<file path="src/hdl/rmsp_consts.svh">
// Constants of the reset, mode-select and shared-pin block: timing, cause
// bits, pin indices and reset values.
// Assumes a 50 MHz bus clock and a single clock domain.
`ifndef RMSP_CONSTS_SVH
`define RMSP_CONSTS_SVH

// ************************************************************
// Clock and timing
// ************************************************************
`define RMSP_CLK_KHZ         50000
`define RMSP_SELF_RESET_KHZ  8000
`define RMSP_OSC_DIV         (`RMSP_CLK_KHZ / `RMSP_SELF_RESET_KHZ)
`define RMSP_RST_DRIVE_TICKS 34
`define RMSP_DBG_BIT_CLKS    16

// ************************************************************
// Reset cause bits and reset values
// ************************************************************
`define RMSP_CAUSE_POR   7
`define RMSP_CAUSE_PIN   6
`define RMSP_CAUSE_COP   5
`define RMSP_CAUSE_ILOP  4
`define RMSP_CAUSE_DBG   2
`define RMSP_CAUSE_LVD   1
`define RMSP_CAUSE_RST   8'h80

// ************************************************************
// Shared pins
// ************************************************************
`define RMSP_NPINS       8
`define RMSP_KBI_PD_MASK 8'h0f
`define RMSP_PIN_TMR2CLK 4
`define RMSP_PIN_TMR1CLK 5

`endif

</file>
<file path="src/hdl/rmsp_pkg.sv">
// Types shared by the reset, mode-select and shared-pin block.
// Assumes rmsp_consts.svh is available on the include path.
`include "rmsp_consts.svh"

package rmsp_pkg;

	// Reset sequencer states, one-hot
	typedef enum logic [2:0] {
		ST_DRIVE = 3'b001,
		ST_HOLD  = 3'b010,
		ST_RUN   = 3'b100
	} rmsp_rst_e;

	// One alternate function over all shared pins
	typedef struct packed {
		logic [`RMSP_NPINS-1:0] en;
		logic [`RMSP_NPINS-1:0] out;
		logic [`RMSP_NPINS-1:0] oe;
	} rmsp_pinfn_s;

	// Pad controls toward the pad ring
	typedef struct packed {
		logic [`RMSP_NPINS-1:0] out;
		logic [`RMSP_NPINS-1:0] oe;
		logic [`RMSP_NPINS-1:0] pu;
		logic [`RMSP_NPINS-1:0] pd;
	} rmsp_pad_s;

endpackage

</file>
<file path="src/hdl/rmsp_top.sv">
// Reset pin sequencer, reset cause recorder, mode-select sampling,
// debug pin control, interrupt pin handling and shared-pin multiplexer.
// Assumes one 50 MHz clock, pad ring resolving out/oe/pull per pin,
// and port registers, peripherals and the debug protocol outside.
`timescale 1ns/1ps
`include "rmsp_consts.svh"

module rmsp_top (
	// Clock and reset
	input  wire logic                   clk_i,
	input  wire logic                   rst_b_i,
	// Internal reset sources, one-cycle or level requests
	input  wire logic                   lvd_rst_i,
	input  wire logic                   cop_rst_i,
	input  wire logic                   ilop_rst_i,
	input  wire logic                   dbg_rst_i,
	// Reset pin
	input  wire logic                   rst_pin_i,
	output logic                        rst_pin_o,
	output logic                        rst_pin_oe_o,
	// Reset results
	output logic                        sys_rst_b_o,
	output logic [7:0]                  reset_cause_register_o,
	// Debug / mode-select pin
	input  wire logic                   debug_modesel_pin_i,
	output logic                        debug_modesel_pin_o,
	output logic                        debug_modesel_pin_oe_o,
	output logic                        debug_modesel_pu_o,
	// Background debug controller side
	input  wire logic                   bdc_drive_low_i,
	input  wire logic                   bdc_speedup_i,
	input  wire logic                   bdc_bgnd_i,
	input  wire logic                   bdc_go_i,
	input  wire logic                   bdc_clk_alt_i,
	output logic                        bdc_bit_tick_o,
	output logic                        bdc_rx_o,
	output logic                        bg_mode_o,
	output logic                        cpu_halt_o,
	// External interrupt pin
	input  wire logic                   irq_pin_i,
	input  wire logic                   irq_en_i,
	input  wire logic                   irq_rise_i,
	input  wire logic                   irq_pull_en_i,
	output logic                        irq_pu_o,
	output logic                        irq_pd_o,
	output logic                        irq_level_o,
	output logic                        irq_req_o,
	// Timer external clocks
	input  wire logic                   timer_clock_route_sel_i,
	output logic                        timer1_ext_clock_in_o,
	output logic                        timer2_ext_clock_in_o,
	output logic                        timer3_ext_clock_in_o,
	// Shared pins, port side
	input  wire logic [`RMSP_NPINS-1:0] pad_i,
	input  wire logic [`RMSP_NPINS-1:0] port_data_i,
	input  wire logic [`RMSP_NPINS-1:0] port_dir_i,
	input  wire logic [`RMSP_NPINS-1:0] port_pull_en_i,
	// Shared pins, peripheral side
	input  wire rmsp_pkg::rmsp_pinfn_s  alt1_i,
	input  wire rmsp_pkg::rmsp_pinfn_s  alt2_i,
	input  wire logic [`RMSP_NPINS-1:0] kbi_rise_i,
	// Shared pins, pad and readback
	output rmsp_pkg::rmsp_pad_s         pad_o,
	output logic [`RMSP_NPINS-1:0]      port_rd_o
);

	// ************************************************************
	// Local constants
	// ************************************************************
	localparam logic [2:0] OSC_LAST  = 3'(`RMSP_OSC_DIV - 1);
	localparam logic [5:0] TICK_LAST = 6'(`RMSP_RST_DRIVE_TICKS - 1);
	localparam logic [3:0] BIT_LAST  = 4'(`RMSP_DBG_BIT_CLKS - 1);
	localparam int         SW        = `RMSP_NPINS + 3;

	// ************************************************************
	// State record
	// ************************************************************
	typedef struct packed {
		rmsp_pkg::rmsp_rst_e    fsm;        // Reset sequencer
		logic [2:0]             div_cnt;    // Reset oscillator divider
		logic [5:0]             tick_cnt;   // Drive-low tick count
		logic [7:0]             cause;      // Reset cause flags
		logic                   sys_rst_b;  // Chip reset, low active
		logic                   rst_oe;     // Driving reset pin low
		logic                   bg_mode;    // Active background mode
		logic                   dbg_out;    // Debug pin output level
		logic                   dbg_oe;     // Debug pin output enable
		logic [3:0]             bit_cnt;    // Debug clocks within a bit
		logic                   dbg_prev;   // Debug level, last cycle
		logic                   bit_tick;   // End of a debug bit time
		logic                   dbg_rx;     // Debug level toward the BDC
		logic                   irq_prev;   // Interrupt level, last cycle
		logic                   irq_level;  // Interrupt level for branches
		logic                   irq_req;    // Interrupt edge request
		logic                   irq_pu;     // Interrupt pin pullup
		logic                   irq_pd;     // Interrupt pin pulldown
		logic [2:0]             tmr_clk;    // Timer clocks 3..1
		rmsp_pkg::rmsp_pad_s    pad;        // Shared pad controls
		logic [`RMSP_NPINS-1:0] port_rd;    // Port readback
	} rmsp_top_s;

	rmsp_top_s st_ff;   // Current state
	rmsp_top_s nxt_st;  // Next state

	// ************************************************************
	// Pin synchronisers
	// ************************************************************
	logic [SW-1:0]          sync_lv;     // Settled pin levels
	logic                   rst_pin_s;   // Reset pin, settled
	logic                   modesel_s;   // Mode-select pin, settled
	logic                   irq_pin_s;   // Interrupt pin, settled
	logic [`RMSP_NPINS-1:0] pad_s;       // Shared pins, settled

	rmsp_sync #(
		.W (SW)
	) u_sync (
		.clk_i   (clk_i),
		.rst_b_i (rst_b_i),
		.async_i ({rst_pin_i, debug_modesel_pin_i, irq_pin_i, pad_i}),
		.sync_o  (sync_lv)
	);

	assign rst_pin_s = sync_lv[SW-1];
	assign modesel_s = sync_lv[SW-2];
	assign irq_pin_s = sync_lv[SW-3];
	assign pad_s     = sync_lv[`RMSP_NPINS-1:0];

	// ************************************************************
	// Shared pin cells
	// ************************************************************
	rmsp_pkg::rmsp_pad_s    cell_pad;  // Pad controls before reset gating
	logic [`RMSP_NPINS-1:0] cell_rd;   // Readback from each cell

	// Only the four keyboard pins carry a pulldown device
	genvar gi;
	generate
		for (gi = 0; gi < `RMSP_NPINS; gi++) begin : g_pin
			rmsp_pin_cell #(
				.HAS_PD (1'((`RMSP_KBI_PD_MASK >> gi) & 1))
			) u_cell (
				.pin_i      (pad_s[gi]),
				.port_out_i (port_data_i[gi]),
				.port_dir_i (port_dir_i[gi]),
				.pull_en_i  (port_pull_en_i[gi]),
				.a1_en_i    (alt1_i.en[gi]),
				.a1_out_i   (alt1_i.out[gi]),
				.a1_oe_i    (alt1_i.oe[gi]),
				.a1_rise_i  (kbi_rise_i[gi]),
				.a2_en_i    (alt2_i.en[gi]),
				.a2_out_i   (alt2_i.out[gi]),
				.a2_oe_i    (alt2_i.oe[gi]),
				.pad_out_o  (cell_pad.out[gi]),
				.pad_oe_o   (cell_pad.oe[gi]),
				.pu_o       (cell_pad.pu[gi]),
				.pd_o       (cell_pad.pd[gi]),
				.rd_o       (cell_rd[gi])
			);
		end
	endgenerate

	// ************************************************************
	// Next state
	// ************************************************************
	logic       osc_tick;   // Self-clocked reset oscillator tick
	logic       dbg_tick;   // One debug-controller clock
	logic [7:0] new_cause;  // Causes seen this cycle
	logic [2:0] tsrc;       // Timer clock sources: irq, d5, d4

	always_comb begin
		nxt_st    = st_ff;
		osc_tick  = (st_ff.div_cnt == OSC_LAST);
		// Reset oscillator is stood in for by a divided bus clock
		nxt_st.div_cnt = osc_tick ? 3'h0 : st_ff.div_cnt + 3'h1;

		// Gather every reset source of this cycle
		new_cause = 8'h00;
		new_cause[`RMSP_CAUSE_PIN]  = ~rst_pin_s;
		new_cause[`RMSP_CAUSE_COP]  = cop_rst_i;
		new_cause[`RMSP_CAUSE_ILOP] = ilop_rst_i;
		new_cause[`RMSP_CAUSE_DBG]  = dbg_rst_i;
		new_cause[`RMSP_CAUSE_LVD]  = lvd_rst_i;

		// Reset sequencer
		unique case (st_ff.fsm)
			rmsp_pkg::ST_DRIVE: begin
				// Drive the pin low for a fixed tick count
				nxt_st.rst_oe = 1'b1;
				if (osc_tick) begin
					if (st_ff.tick_cnt == TICK_LAST) begin
						nxt_st.fsm    = rmsp_pkg::ST_HOLD;
						nxt_st.rst_oe = 1'b0;
					end else begin
						nxt_st.tick_cnt = st_ff.tick_cnt + 6'h01;
					end
				end
			end
			rmsp_pkg::ST_HOLD: begin
				// Stay in reset while someone outside holds the pin low
				if (rst_pin_s) begin
					nxt_st.fsm       = rmsp_pkg::ST_RUN;
					nxt_st.sys_rst_b = 1'b1;
					// Sample mode select at the release
					nxt_st.bg_mode   = ~modesel_s;
				end
			end
			rmsp_pkg::ST_RUN: begin
				if (|new_cause) begin
					// New reset: old causes replaced by the new
					nxt_st.fsm       = rmsp_pkg::ST_DRIVE;
					nxt_st.cause     = new_cause;
					nxt_st.tick_cnt  = 6'h00;
					nxt_st.rst_oe    = 1'b1;
					nxt_st.sys_rst_b = 1'b0;
					nxt_st.bg_mode   = 1'b0;
				end else if (bdc_bgnd_i) begin
					// Enter background mode; wins over a resume
					nxt_st.bg_mode = 1'b1;
				end else if (bdc_go_i) begin
					nxt_st.bg_mode = 1'b0;
				end
			end
			default: begin
				// Illegal code recovers through a full reset sequence
				nxt_st.fsm       = rmsp_pkg::ST_DRIVE;
				nxt_st.tick_cnt  = 6'h00;
				nxt_st.sys_rst_b = 1'b0;
			end
		endcase

		// Debug pin: input only while in reset
		if (nxt_st.fsm == rmsp_pkg::ST_RUN) begin
			// Pseudo open-drain with brief driven-high speedups
			nxt_st.dbg_oe  = bdc_drive_low_i | bdc_speedup_i;
			nxt_st.dbg_out = bdc_speedup_i & ~bdc_drive_low_i;
		end else begin
			nxt_st.dbg_oe  = 1'b0;
			nxt_st.dbg_out = 1'b0;
		end

		// Debug bit timing; clock is the bus clock or the slow one
		dbg_tick        = bdc_clk_alt_i ? osc_tick : 1'b1;
		nxt_st.dbg_prev = modesel_s;
		nxt_st.dbg_rx   = modesel_s;
		nxt_st.bit_tick = 1'b0;
		if (st_ff.dbg_prev & ~modesel_s) begin
			// A falling edge starts every bit; realign there
			nxt_st.bit_cnt = 4'h0;
		end else if (dbg_tick) begin
			// Sixteen debug clocks make one bit time
			nxt_st.bit_cnt  = st_ff.bit_cnt + 4'h1;
			nxt_st.bit_tick = (st_ff.bit_cnt == BIT_LAST);
		end

		// Interrupt pin: level for branches, edge request
		nxt_st.irq_prev  = irq_pin_s;
		nxt_st.irq_level = irq_pin_s;
		nxt_st.irq_req   = irq_en_i &
			(irq_rise_i ? (irq_pin_s & ~st_ff.irq_prev) : (~irq_pin_s & st_ff.irq_prev));
		// Rising-edge sense turns the pull into a pulldown
		nxt_st.irq_pu = irq_en_i & irq_pull_en_i & ~irq_rise_i;
		nxt_st.irq_pd = irq_en_i & irq_pull_en_i & irq_rise_i;

		// Timer clock routing; interrupt pin free only when unused
		tsrc = {irq_pin_s & ~irq_en_i, pad_s[`RMSP_PIN_TMR1CLK], pad_s[`RMSP_PIN_TMR2CLK]};
		if (timer_clock_route_sel_i) begin
			// Alternate assignment rotates the three sources
			nxt_st.tmr_clk = {tsrc[0], tsrc[1], tsrc[2]};
		end else begin
			// Default assignment: pins to timers one, two, three
			nxt_st.tmr_clk = {tsrc[2], tsrc[0], tsrc[1]};
		end

		// Shared pins: high impedance, pulls off while in reset
		if (nxt_st.sys_rst_b) begin
			nxt_st.pad = cell_pad;
		end else begin
			nxt_st.pad = '0;
		end
		nxt_st.port_rd = cell_rd;

		// No interrupt request leaves during reset regardless of the pin
		if (!nxt_st.sys_rst_b) begin
			nxt_st.irq_req = 1'b0;
		end
	end

	// ************************************************************
	// Registers
	// ************************************************************
	// Power-up counts as a reset with its own cause
	always_ff @(posedge clk_i) begin
		if (!rst_b_i) begin
			st_ff           <= '0;
			st_ff.fsm       <= rmsp_pkg::ST_DRIVE;
			st_ff.cause     <= `RMSP_CAUSE_RST;
			st_ff.rst_oe    <= 1'b1;
			st_ff.dbg_prev  <= 1'b1;
			st_ff.irq_prev  <= 1'b1;
			st_ff.irq_level <= 1'b1;
			st_ff.dbg_rx    <= 1'b1;
		end else begin
			st_ff <= nxt_st;
		end
	end

	// ************************************************************
	// Outputs, straight from the state record except two constants
	// ************************************************************
	assign rst_pin_o              = 1'b0;
	assign rst_pin_oe_o           = st_ff.rst_oe;
	assign sys_rst_b_o            = st_ff.sys_rst_b;
	assign reset_cause_register_o = st_ff.cause;
	assign debug_modesel_pin_o    = st_ff.dbg_out;
	assign debug_modesel_pin_oe_o = st_ff.dbg_oe;
	// Pullup stays on in both roles of the pin
	assign debug_modesel_pu_o     = 1'b1;
	assign bdc_bit_tick_o         = st_ff.bit_tick;
	assign bdc_rx_o               = st_ff.dbg_rx;
	assign bg_mode_o              = st_ff.bg_mode;
	// Processor suspended while background mode holds
	assign cpu_halt_o             = st_ff.bg_mode;
	assign irq_pu_o               = st_ff.irq_pu;
	assign irq_pd_o               = st_ff.irq_pd;
	assign irq_level_o            = st_ff.irq_level;
	assign irq_req_o              = st_ff.irq_req;
	assign timer1_ext_clock_in_o  = st_ff.tmr_clk[0];
	assign timer2_ext_clock_in_o  = st_ff.tmr_clk[1];
	assign timer3_ext_clock_in_o  = st_ff.tmr_clk[2];
	assign pad_o                  = st_ff.pad;
	assign port_rd_o              = st_ff.port_rd;

endmodule

</file>
<file path="src/hdl/rmsp_sync.sv">
// Two-stage synchroniser for a group of pin levels.
// Assumes inputs are asynchronous levels; only the second stage is used.
`timescale 1ns/1ps

module rmsp_sync #(
	parameter int W = 1
) (
	// Clock and reset
	input  wire logic         clk_i,
	input  wire logic         rst_b_i,
	// Levels
	input  wire logic [W-1:0] async_i,
	output logic      [W-1:0] sync_o
);

	// Both stages live in one state record
	typedef struct packed {
		logic [W-1:0] s1;  // First stage, read only by s2
		logic [W-1:0] s2;  // Settled copy
	} rmsp_sync_s;

	rmsp_sync_s st_ff;   // Current state
	rmsp_sync_s nxt_st;  // Next state

	// ************************************************************
	// Next state
	// ************************************************************
	always_comb begin
		nxt_st    = st_ff;
		nxt_st.s1 = async_i;
		nxt_st.s2 = st_ff.s1;
	end

	// Registers; pins are treated as high while in reset
	always_ff @(posedge clk_i) begin
		if (!rst_b_i) begin
			st_ff <= '1;
		end else begin
			st_ff <= nxt_st;
		end
	end

	assign sync_o = st_ff.s2;

endmodule

</file>
<file path="src/hdl/rmsp_pin_cell.sv">
// One shared pin: priority selection among port, first and second
// alternate function, pull selection and readback.
// Assumes the pin level is already synchronised; purely combinational.
`timescale 1ns/1ps

module rmsp_pin_cell #(
	parameter bit HAS_PD = 1'b0
) (
	// Pin level
	input  wire logic pin_i,
	// Port function
	input  wire logic port_out_i,
	input  wire logic port_dir_i,
	input  wire logic pull_en_i,
	// First alternate function
	input  wire logic a1_en_i,
	input  wire logic a1_out_i,
	input  wire logic a1_oe_i,
	input  wire logic a1_rise_i,
	// Second alternate function
	input  wire logic a2_en_i,
	input  wire logic a2_out_i,
	input  wire logic a2_oe_i,
	// Pad controls and readback
	output logic      pad_out_o,
	output logic      pad_oe_o,
	output logic      pu_o,
	output logic      pd_o,
	output logic      rd_o
);

	logic want_pd;  // Pull goes low instead of high

	// ************************************************************
	// Owner selection and pull
	// ************************************************************
	always_comb begin
		want_pd = 1'b0;
		// Second alternate beats first, first beats the port
		if (a2_en_i) begin
			pad_out_o = a2_out_i;
			pad_oe_o  = a2_oe_i;
		end else if (a1_en_i) begin
			pad_out_o = a1_out_i;
			pad_oe_o  = a1_oe_i;
			// Keyboard owner with rising sense flips the pull
			want_pd   = HAS_PD & a1_rise_i;
		end else begin
			pad_out_o = port_out_i;
			pad_oe_o  = port_dir_i;
		end
		// Pull acts only while nothing drives the pin
		pu_o = pull_en_i & ~pad_oe_o & ~want_pd;
		pd_o = pull_en_i & ~pad_oe_o & want_pd;
		// Direction still decides what a port read returns
		rd_o = port_dir_i ? port_out_i : pin_i;
	end

endmodule

</file>
<file path="config.mk">
export PLATFORM = sky130hd
export DESIGN_NAME = rmsp_top
export DESIGN_NICKNAME = d
export VERILOG_FILES = /design/src/hdl/rmsp_pkg.sv /design/src/hdl/rmsp_top.sv /design/src/hdl/rmsp_sync.sv /design/src/hdl/rmsp_pin_cell.sv
export VERILOG_INCLUDE_DIRS = /design/src /design/src/hdl
export SDC_FILE = /design/constraint.sdc
export NUM_CORES = 1
export LEC_CHECK = 0
export BUFFER_PORTS_ARGS = -buffer_cell sky130_fd_sc_hd__buf_2
export CORE_ASPECT_RATIO = 0.7
export CORE_MARGIN = 1
export CORE_UTILIZATION = 30
export DETAILED_ROUTE_END_ITERATION = 10
export HOLD_SLACK_MARGIN = 0.1
export MAX_ROUTING_LAYER = met4
export PLACE_DENSITY = 0.58
export SETUP_SLACK_MARGIN = 0.1
export SLEW_MARGIN = 20
export SYNTH_ARGS = -nofsm -noshare
export SYNTH_HDL_FRONTEND = slang
export SYNTH_HIERARCHICAL = 1
export SYNTH_SLANG_ARGS = --single-unit
</file>
<file path="constraint.sdc">
create_clock -name clk_i -period 4.3 [get_ports clk_i]
set_input_delay 0.215 -clock clk_i [delete_from_list [all_inputs] [get_ports clk_i]]
set_output_delay 0.215 -clock clk_i [all_outputs]
set_load 0.01 [all_outputs]
</file>
## After elaboration in Yosys (flattened, before gate mapping)

Index checks and enable logic that the tools add are counted.

| word-level totals | value |
|---|---|
| output and inout port bits | 65 |
| logic and storage cells | 169 |
| bits of input ports | 106 |
| register bits after elaboration | 94 |

| cells by class | value |
|---|---|
| bitwise gates (word level) | 48 |
| multiplexer cells | 70 |
| add/sub/neg operators | 3 |
| equal/unequal tests | 12 |
| reduce and logical (&&, ||, !) cells | 12 |

Operators by type and width:

| operator | count |
|---|---|
| 1-bit two-way mux | 57 |
| 1-bit bitwise AND | 25 |
| 1-bit NOT | 22 |
| 6-bit case mux with 3 select lines | 1 |
| 16-bit two-way mux | 1 |
| 3-bit two-way mux | 5 |
| 6-bit two-way mux | 2 |
| 3-bit == test, second input constant | 3 |
| 3-bit case mux with 3 select lines | 1 |
| 2-bit AND reduction | 4 |
| 6-bit by 1-bit adder with 6-bit output, second input constant | 1 |
| 6-bit == test, second input constant | 1 |
| 2-bit != test, second input constant | 3 |
| 5-bit OR reduction | 1 |
| 4-bit by 1-bit adder with 4-bit output, second input constant | 1 |
| 4-bit == test, second input constant | 1 |
| 4-bit != test, second input constant | 1 |
| 1-bit case mux with 2 select lines | 2 |
| 4-bit AND reduction | 1 |
| 2-bit nonzero test | 2 |
| 2-bit OR reduction | 2 |
| 3-bit by 1-bit adder with 3-bit output, second input constant | 1 |
| 3-bit by 1-bit == test with 1-bit output, second input constant | 1 |
| 3-bit by 2-bit == test with 1-bit output, second input constant | 1 |
| other kinds (5) | 5 |

## Logic depth before layout (Yosys ltp)

Gate-level depths: netlist (run 1).

| logic depth | value |
|---|---|
| depth after elaboration | 6 |
| mapped depth | 8 |
| mapped depth without buffers | 7 |

## By module

The synthesis (run 1) kept the hierarchy.

Modules (own cells, without submodules):

| module | sequential area each (µm²) | cells an instance | area each (µm²) | instances |
|---|---|---|---|---|
| rmsp_top | 1,521.5 | 300 | 2,932.8 | 1 |
| rmsp_sync | 440.4 | 46 | 593.1 | 1 |
| rmsp_pin_cell at g_pin[0].u_cell ... | 0.0 | 12 | 82.6 | 4 |
| rmsp_pin_cell at g_pin[4].u_cell ... | 0.0 | 10 | 70.1 | 4 |

## Worst setup path before layout (run 1)

No wires, ideal clock.

| timing | value |
|---|---|
| kind | register -> register |
| from | reg st_ff[74] (netlist bit) |
| to | reg st_ff[72] (netlist bit) |
| data arrival time | 1.605 ns |
| required time | 4.230 ns |
| period minus slack after synthesis | 1.675 ns |
| slack | 2.625 ns |
| path buffers | 1 |
| stages on the path, launching flop included | 8 |
| setup time | 0.070 ns |
| cell sequence | dfxtp_1 -> ha_1 -> nand2_1 -> o21bai_1 -> a211o_1 -> buf_6 -> or3_1 -> a21oi_1 |

| between the ends | value |
|---|---|
| longest elaborated chain between the ends | 3 |

RTL lines:

| what | RTL line | RTL |
|---|---|---|
| from (decl) | rmsp_top.sv:102 | `rmsp_top_s st_ff;` |
| from (signal assigned) | rmsp_top.sv:302 | `st_ff <= nxt_st;` |
| 3-bit == test | rmsp_top.sv:171 | `osc_tick = (st_ff.div_cnt == OSC_LAST);` |
| 2-bit != test (no line) | - |  |
| 4-bit AND reduction (no line) | - |  |

Every way passes these cells.
A chain may end at the register's enable or synchronous reset.

## Final worst setup path (run 1)

| timing | value |
|---|---|
| from | reg st_ff[79] (netlist bit) |
| to | reg st_ff (netlist bit irq_req_o) |

| between the ends | value |
|---|---|
| longest elaborated chain between the ends | 3 |
| elaborated cells between the ends (all ways) | 5 |
| those cells by class | eq/ne (3); mux (1); reduce/logical (1) |

RTL lines:

| what | RTL line | RTL |
|---|---|---|
| 3-bit == test, or another cell as far along | rmsp_top.sv:184 | `unique case (st_ff.fsm)` |
| 1-bit case mux with 3 select lines * | rmsp_top.sv:184 |  |
| 2-bit AND reduction (no line) * | - |  |

Every way passes the cells marked *; elsewhere a longest branch is shown, timed or not.

==> qor.yml, run 1 <==
detailed_routing:
  vias: 3198
  wl_met3_um: 531
  via_per_inst: 4.27
  drt_iter0_drc: 111
  post_drt_wl_per_cell_um: 11.7
  antenna_left: 0
  wl_met1_um: 4100
  route.detailed.drc: 0
  met2WireLength_um: 4050
  wl_um: 8780
  drt_pass1_iterations: 4
  routed.top_layer: "met4"
cells_and_area:
  final_common_cell: "buf_2"
  mostFrequentLayoutCells: "buf_2, dfxtp_1, and2_1"
  syn2layout_area_growth_pct: 24.1
  antennaDiodeCount: 0
  fillers: 1371
  layout-drive-gt1-share_pct: 33.9
  nets: 670
  finalNonFillerCells: 749
  stdcell_area_um2: 5130
global_routing:
  grt.overflow.total: 0
  grt_usage_pct: 12.9
  grt_max_degree: 47
  grt_pass1_wl_um: 14000
  grt_pass1_vias: 3126
  antenna_found_initial: 0
synth:
  synthTopCellsByArea: "dfxtp_1, buf_4, and2_1"
  ys_seq_area_share_pct: 47.4
  avgSynthCellArea_um2: 9.53
  syn_area_um2: 4140
  async_flop_share_pct: 0
  synth_edf_count: 0
  synth_area_leader_cell: "dfxtp_1"
  synth.top_cell.area_share_pct: 47.4
  netlist-cell-type-count: 44
  yosys_warnings: 6
  syn_inst: 434
  synth-main-ff-cell: "dfxtp_1"
  synth-seq-cells: 98
job:
  cap_violations: 0
worst_hold_path:
  min_from: "irq_rise_i"
  min_path_type: "input pin to flip-flop"
  min_path_cells: 2
  hold_end: "irq_pu_o$_SDFF_PN0_"
timing:
  min_period_over_period_pct: 53.7
  finClkSkew_ns: 0.00493
  setup_viol: 0
  rsz0062_at_grt: "no"
  relSlewSlack_pct: 41.7
  maxSlewViolCount: 0
  worst_pin_slew_ns: 0.866
  tns_ns: 0
  fmax_ghz: 0.433
  final_hold_viol_count: 0
  fin_crit_ns: 2.31
floorplanning:
  rows: 35
  core_um2: 13300
  initial_core_util_pct: 31.1
  die_area_um2: 14300
  die_h_um: 100
  io_pins: 171
  die_w_um: 142
critical_path:
  worst-path-max-fanout: 34
  critPathCaptureType: "flip-flop"
  crit_required_ns: 4.57
  r2r_cells: 5
  worstPathArrival_ns: 2.58
  crit_type: "flip-flop to flip-flop"
  worstReg2RegStart: "st_ff[79]$_SDFF_PN0_"
  rrSetupSlack_ns: 1.99
  worstSetupStartpointType: "flip-flop"
  r2r-end: "irq_req_o$_SDFF_PN0_"
placed_design:
  placedCellCount: 720
  io_buffers: 162
  dpl-instance-area_um2: 4720
  gp_congestion: 0.806
  hpwlAfterDp_um: 6410
cts:
  cts_tree: "done"
  h-tree-depth: 3
  cts_setup_buffers: 0
  clock-sinks: 98
  clock_latency_ns: 0.33
  cts_buffer_depth: 2
  clk_root_buffer_cell: "clkbuf_16"
  holdBufCountCts: 13
  cts_resized: 0
  cts_buffers: 9
  path_clk_slew_ns: 0.07
pwr:
  peakVddDrop_mv: 0.198
  powerDensity_nw_per_um2: 360
  p_leak_nw: 2.41
  power_w: 0.00185
run_status:
  run_status: "finished clean"
## sequential cells by signal, indices dropped and copies added, names as in the netlist, 6 cells and up
name	flops
pad_o	32
port_rd_o	8
st_ff	16
u_sync/nxt_st	11
u_sync/sync_o	11
reset_cause_register_o	6
## area by class of cell
| type | count | area (µm²) | share of cell area, % |
|---|---|---|---|
| Multi-Input combinational cell | 267 | 1690 | 32.9 |
| Timing Repair Buffer | 175 | 941 | 18.3 |
| Tap cell | 185 | 231 | 4.51 |
| Clock buffer | 10 | 239 | 4.66 |
| Sequential cell | 98 | 1960 | 38.2 |
| Clock inverter | 6 | 41.3 | 0.804 |
| Inverter | 8 | 30.0 | 0.585 |
## critical path, cell delays in order, from the launching register on
cell and delay (ns):
dfxtp_1 0.46, nor3b_4 0.43, and4b_4 0.34, o21ai_2 0.12, nor2_4 0.64, and3_1 0.26
## power breakdown
group          internal, W  switching, W
clock             0.000409      0.000343
combinational    0.0000855     0.0000737
sequential        0.000930    0.00000902
total              0.00142      0.000425
## synthesized netlist by cell type, types with 5 or more instances
cell type	count
dfxtp_1	98
buf_4	56
and2_1	41
nand2_1	33
nand2b_1	29
nor2_1	27
o21ai_0	25
mux2i_1	17
a21oi_1	11
mux2_2	8
nor3b_1	8
inv_1	7
conb_1	6
nor3_1	6
or3_1	6
ha_1	5
## kinds of logic (layout without fill, tap and decap cells)
group | Yosys count | count (layout) | synth area share (%)
other | 6 | 8 | 0.544
flip-flops | 98 | 98 | 47.4
adder cells (fa/ha/maj) | 5 | 5 | 1.51
AO/OA/AOI/OAI | 57 | 57 | 8.86
AND/OR/NAND/NOR | 169 | 169 | 22.8
multiplexers | 25 | 25 | 6.29
XOR/XNOR | 3 | 3 | 0.635
buffers and inverters | 71 | 199 | 11.9
## how the worst max path moves through the flow
stage,from,to,slack (ns)
CTS,st_ff[79]$_SDFF_PN0_,irq_req_o$_SDFF_PN0_,1.95
global route,st_ff[79]$_SDFF_PN0_,irq_req_o$_SDFF_PN0_,1.74
floorplan,st_ff[74]$_SDFF_PP0_,st_ff[72]$_SDFFE_PN0P_,2.63
global placement,st_ff[79]$_SDFF_PN0_,irq_req_o$_SDFF_PN0_,1.97
finish,st_ff[79]$_SDFF_PN0_,irq_req_o$_SDFF_PN0_,1.99
detailed placement,st_ff[79]$_SDFF_PN0_,irq_req_o$_SDFF_PN0_,1.98
## per-layer routing
layer | global-route usage, % | vias to the layer above
li1 | - | 1628
met1 | 14.4 | 1454
met2 | 22.1 | 106
met3 | 4.15 | 10
met4 | 3.64 | 0
met5 | - | -
## stage by stage
step,worst slack [ns],util (%),hold slack (ns)
after floorplan,2.63,-,0.287
after global placement,1.97,35.5,0.388
after detailed placement,1.98,35.5,0.391
after CTS,1.95,38.6,0.119
after global routing,1.74,38.6,0.115
final,1.99,38.6,0.129
Power figures use the tool's default switching activity.
==> inputs of run 2 (changes only) <==
PLACE_DENSITY = 0.6   (was 0.58)
clock period = 1.97 ns   (was 4.3 ns; I/O delays follow)
==> run 2 against run 1 <==
Effect of this change:
- design area grew 10%
- wire length grew 6.3%
- cell count grew 6.5%
- critical path depth grew 1
- register-to-register slack lost 1.8 ns
- fmax grew 32%
- hold slack lost 0.0041 ns
- via count grew 6.5%
- non-clock buffer count grew 49
- combinational power grew to 2.6 times the previous value
==> qor.yml, run 2 (synthesis gave the netlist of run 1 again) <==
timing:
  final_hold_viol_count: 0
  fmax_ghz: 0.571
  maxSlewViolCount: 0
  min_period_over_period_pct: 88.9
  relSlewSlack_pct: 64.1
  rsz0062_at_grt: "no"
  finClkSkew_ns: 0.00864
  setup_viol: 0
  worst_pin_slew_ns: 0.533
  fin_crit_ns: 1.75
  tns_ns: 0
critical_path:
  worstSetupStartpointType: "flip-flop"
  cp_slowest_cell: "a211o_2"
  crit_required_ns: 2.23
  worst-path-max-fanout: 7
  path_buf_inv: 0
  path_cells: "ha_1, nand2_1, o21bai_1, a211o_2, or3_1, a21oi_1"
  critPathCaptureType: "flip-flop"
  crit_type: "flip-flop to flip-flop"
  slowest_delay_ns: 0.38
  crit_family: "compound AO/OA/AOI/OAI gates"
  worstPathArrival_ns: 2.01
cells_and_area:
  largest_reg_flops: 32
  antennaDiodeCount: 0
  nets: 719
  layout-drive-gt1-share_pct: 33.1
  mostFrequentLayoutCells: "buf_2, dfxtp_1, dlygate4sd3_1"
  syn2layout_area_growth_pct: 36.4
  fillers: 1305
  final_common_cell: "buf_2"
pwr:
  switching_share_pct: 22.0
  p_clk_share_pct: 42.3
  power_w: 0.00427
  power_switching_w: 0.000938
  seqPwrFrac_pct: 48.0
  p_comb_share_pct: 9.8
  powerDensity_nw_per_um2: 757
  intPower_w: 0.00333
  peakVddDrop_mv: 0.467
  p_leak_nw: 2.64
job:
  cap_violations: 0
floorplanning:
  die_h_um: 100
  rows: 35
  die_w_um: 142
  initial_core_util_pct: 31.1
  die_area_um2: 14300
  core_um2: 13300
  io_pins: 171
detailed_routing:
  drt_iter0_drc: 83
  route.detailed.drc: 0
  via_per_inst: 4.27
  vias: 3407
  post_drt_wl_per_cell_um: 11.7
  drt_pass1_iterations: 4
  wl_um: 9330
  antenna_left: 0
global_routing:
  grt_usage_pct: 13.7
  grt_pass1_vias: 3252
  grt_max_degree: 35
  antenna_found_initial: 0
  grt_pass1_wl_um: 14900
  grt.overflow.total: 0
placed_design:
  io_buffers: 162
  gp_congestion: 0.858
  hpwlAfterDp_um: 6570
cts:
  clock-sinks: 98
  cts_tree: "done"
  clk_root_buffer_cell: "clkbuf_16"
  cts_buffers: 9
  path_clk_slew_ns: 0.06
  clock_latency_ns: 0.34
  cts_buffer_depth: 2
  h-tree-depth: 3
run_status:
  run_status: "finished clean"
worst_hold_path:
  min_path_type: "input pin to flip-flop"
==> run 2: cell types whose count changed in the layout (fill, tap and decap cells not counted) <==
cell | previous run | this run
clkinv_2 | 3 | 1
a211o_2 | 0 | 1
buf_12 | 0 | 1
bufinv_16 | 0 | 1
a211o_1 | 1 | 0
a21boi_1 | 0 | 1
buf_4 | 0 | 8
dfxtp_1 | 98 | 97
dlygate4sd3_1 | 13 | 52
clkbuf_8 | 1 | 2
a21boi_0 | 2 | 1
dfxtp_2 | 0 | 1
clkbuf_2 | 0 | 1
==> run 2: worst paths after layout <==
path         slack, ns                   startpoint                     endpoint  depth (start not counted)
max               0.22         st_ff[74]$_SDFF_PP0_       st_ff[71]$_SDFFE_PN0P_                          6
min reg2reg       0.41  u_sync/nxt_st[5]$_SDFF_PN1_  u_sync/sync_o[5]$_SDFF_PN1_                          1
max reg2reg       0.22         st_ff[74]$_SDFF_PP0_       st_ff[71]$_SDFFE_PN0P_                          6
min               0.12               port_data_i[2]      port_rd_o[2]$_SDFF_PN0_                          3
==> run 2: through the flow <==
step                      util, %  instance area, µm²  instances  hold slack [ns]  worst slack, ns
after floorplan                 -                4140        436            0.171            0.295
after global placement       36.0                4790        728            0.274            0.295
after detailed placement     36.0                4790        728            0.282            0.221
after CTS                    42.3                5630        796            0.106            0.206
after global routing         42.4                5640        798            0.120            0.116
final                        42.4                5640        798            0.124            0.219
==> run 2: area by class of cell <==
cell class	count	area (µm²)	area share [%]
Clock buffer	11	253	4.48
Sequential cell	98	1960	34.8
Inverter	8	30.0	0.532
Multi-Input combinational cell	267	1690	29.9
Timing Repair Buffer	224	1420	25.1
Tap cell	185	231	4.10
Clock inverter	5	61.3	1.09
==> run 2: timing repair <==
item	in CTS	in global routing
setup endpoints to repair	0	4
setup buffers	0	2
hold endpoints to repair	54	0
hold buffers	52	0
gates resized for setup	0	3
==> run 2: layer usage <==
layer	up-vias	wire [µm]	GRT usage [%]
li1	1733	-	-
met1	1533	4270	15.4
met2	128	4290	23.1
met3	13	548	3.91
met4	0	216	5.54
met5	-	0	-
==> run 2: power groups by stage <==
stage / registers, W / clock network (W) / logic [W]
2_1_floorplan: 0.00209 / 0 / 0.000177
3_3_place_gp: 0.00209 / 0 / 0.000327
3_5_place_dp: 0.00209 / 0 / 0.000336
4_1_cts: 0.00205 / 0.00188 / 0.000416
5_1_grt: 0.00205 / 0.00198 / 0.000463
6_report: 0.00205 / 0.00180 / 0.000417
==> run 2: worst register-to-register path: stages (launching register included) <==
cell	delay, ns
dfxtp_1	0.36
ha_1	0.19
nand2_1	0.08
o21bai_1	0.16
a211o_2	0.38
or3_1	0.36
a21oi_1	0.15
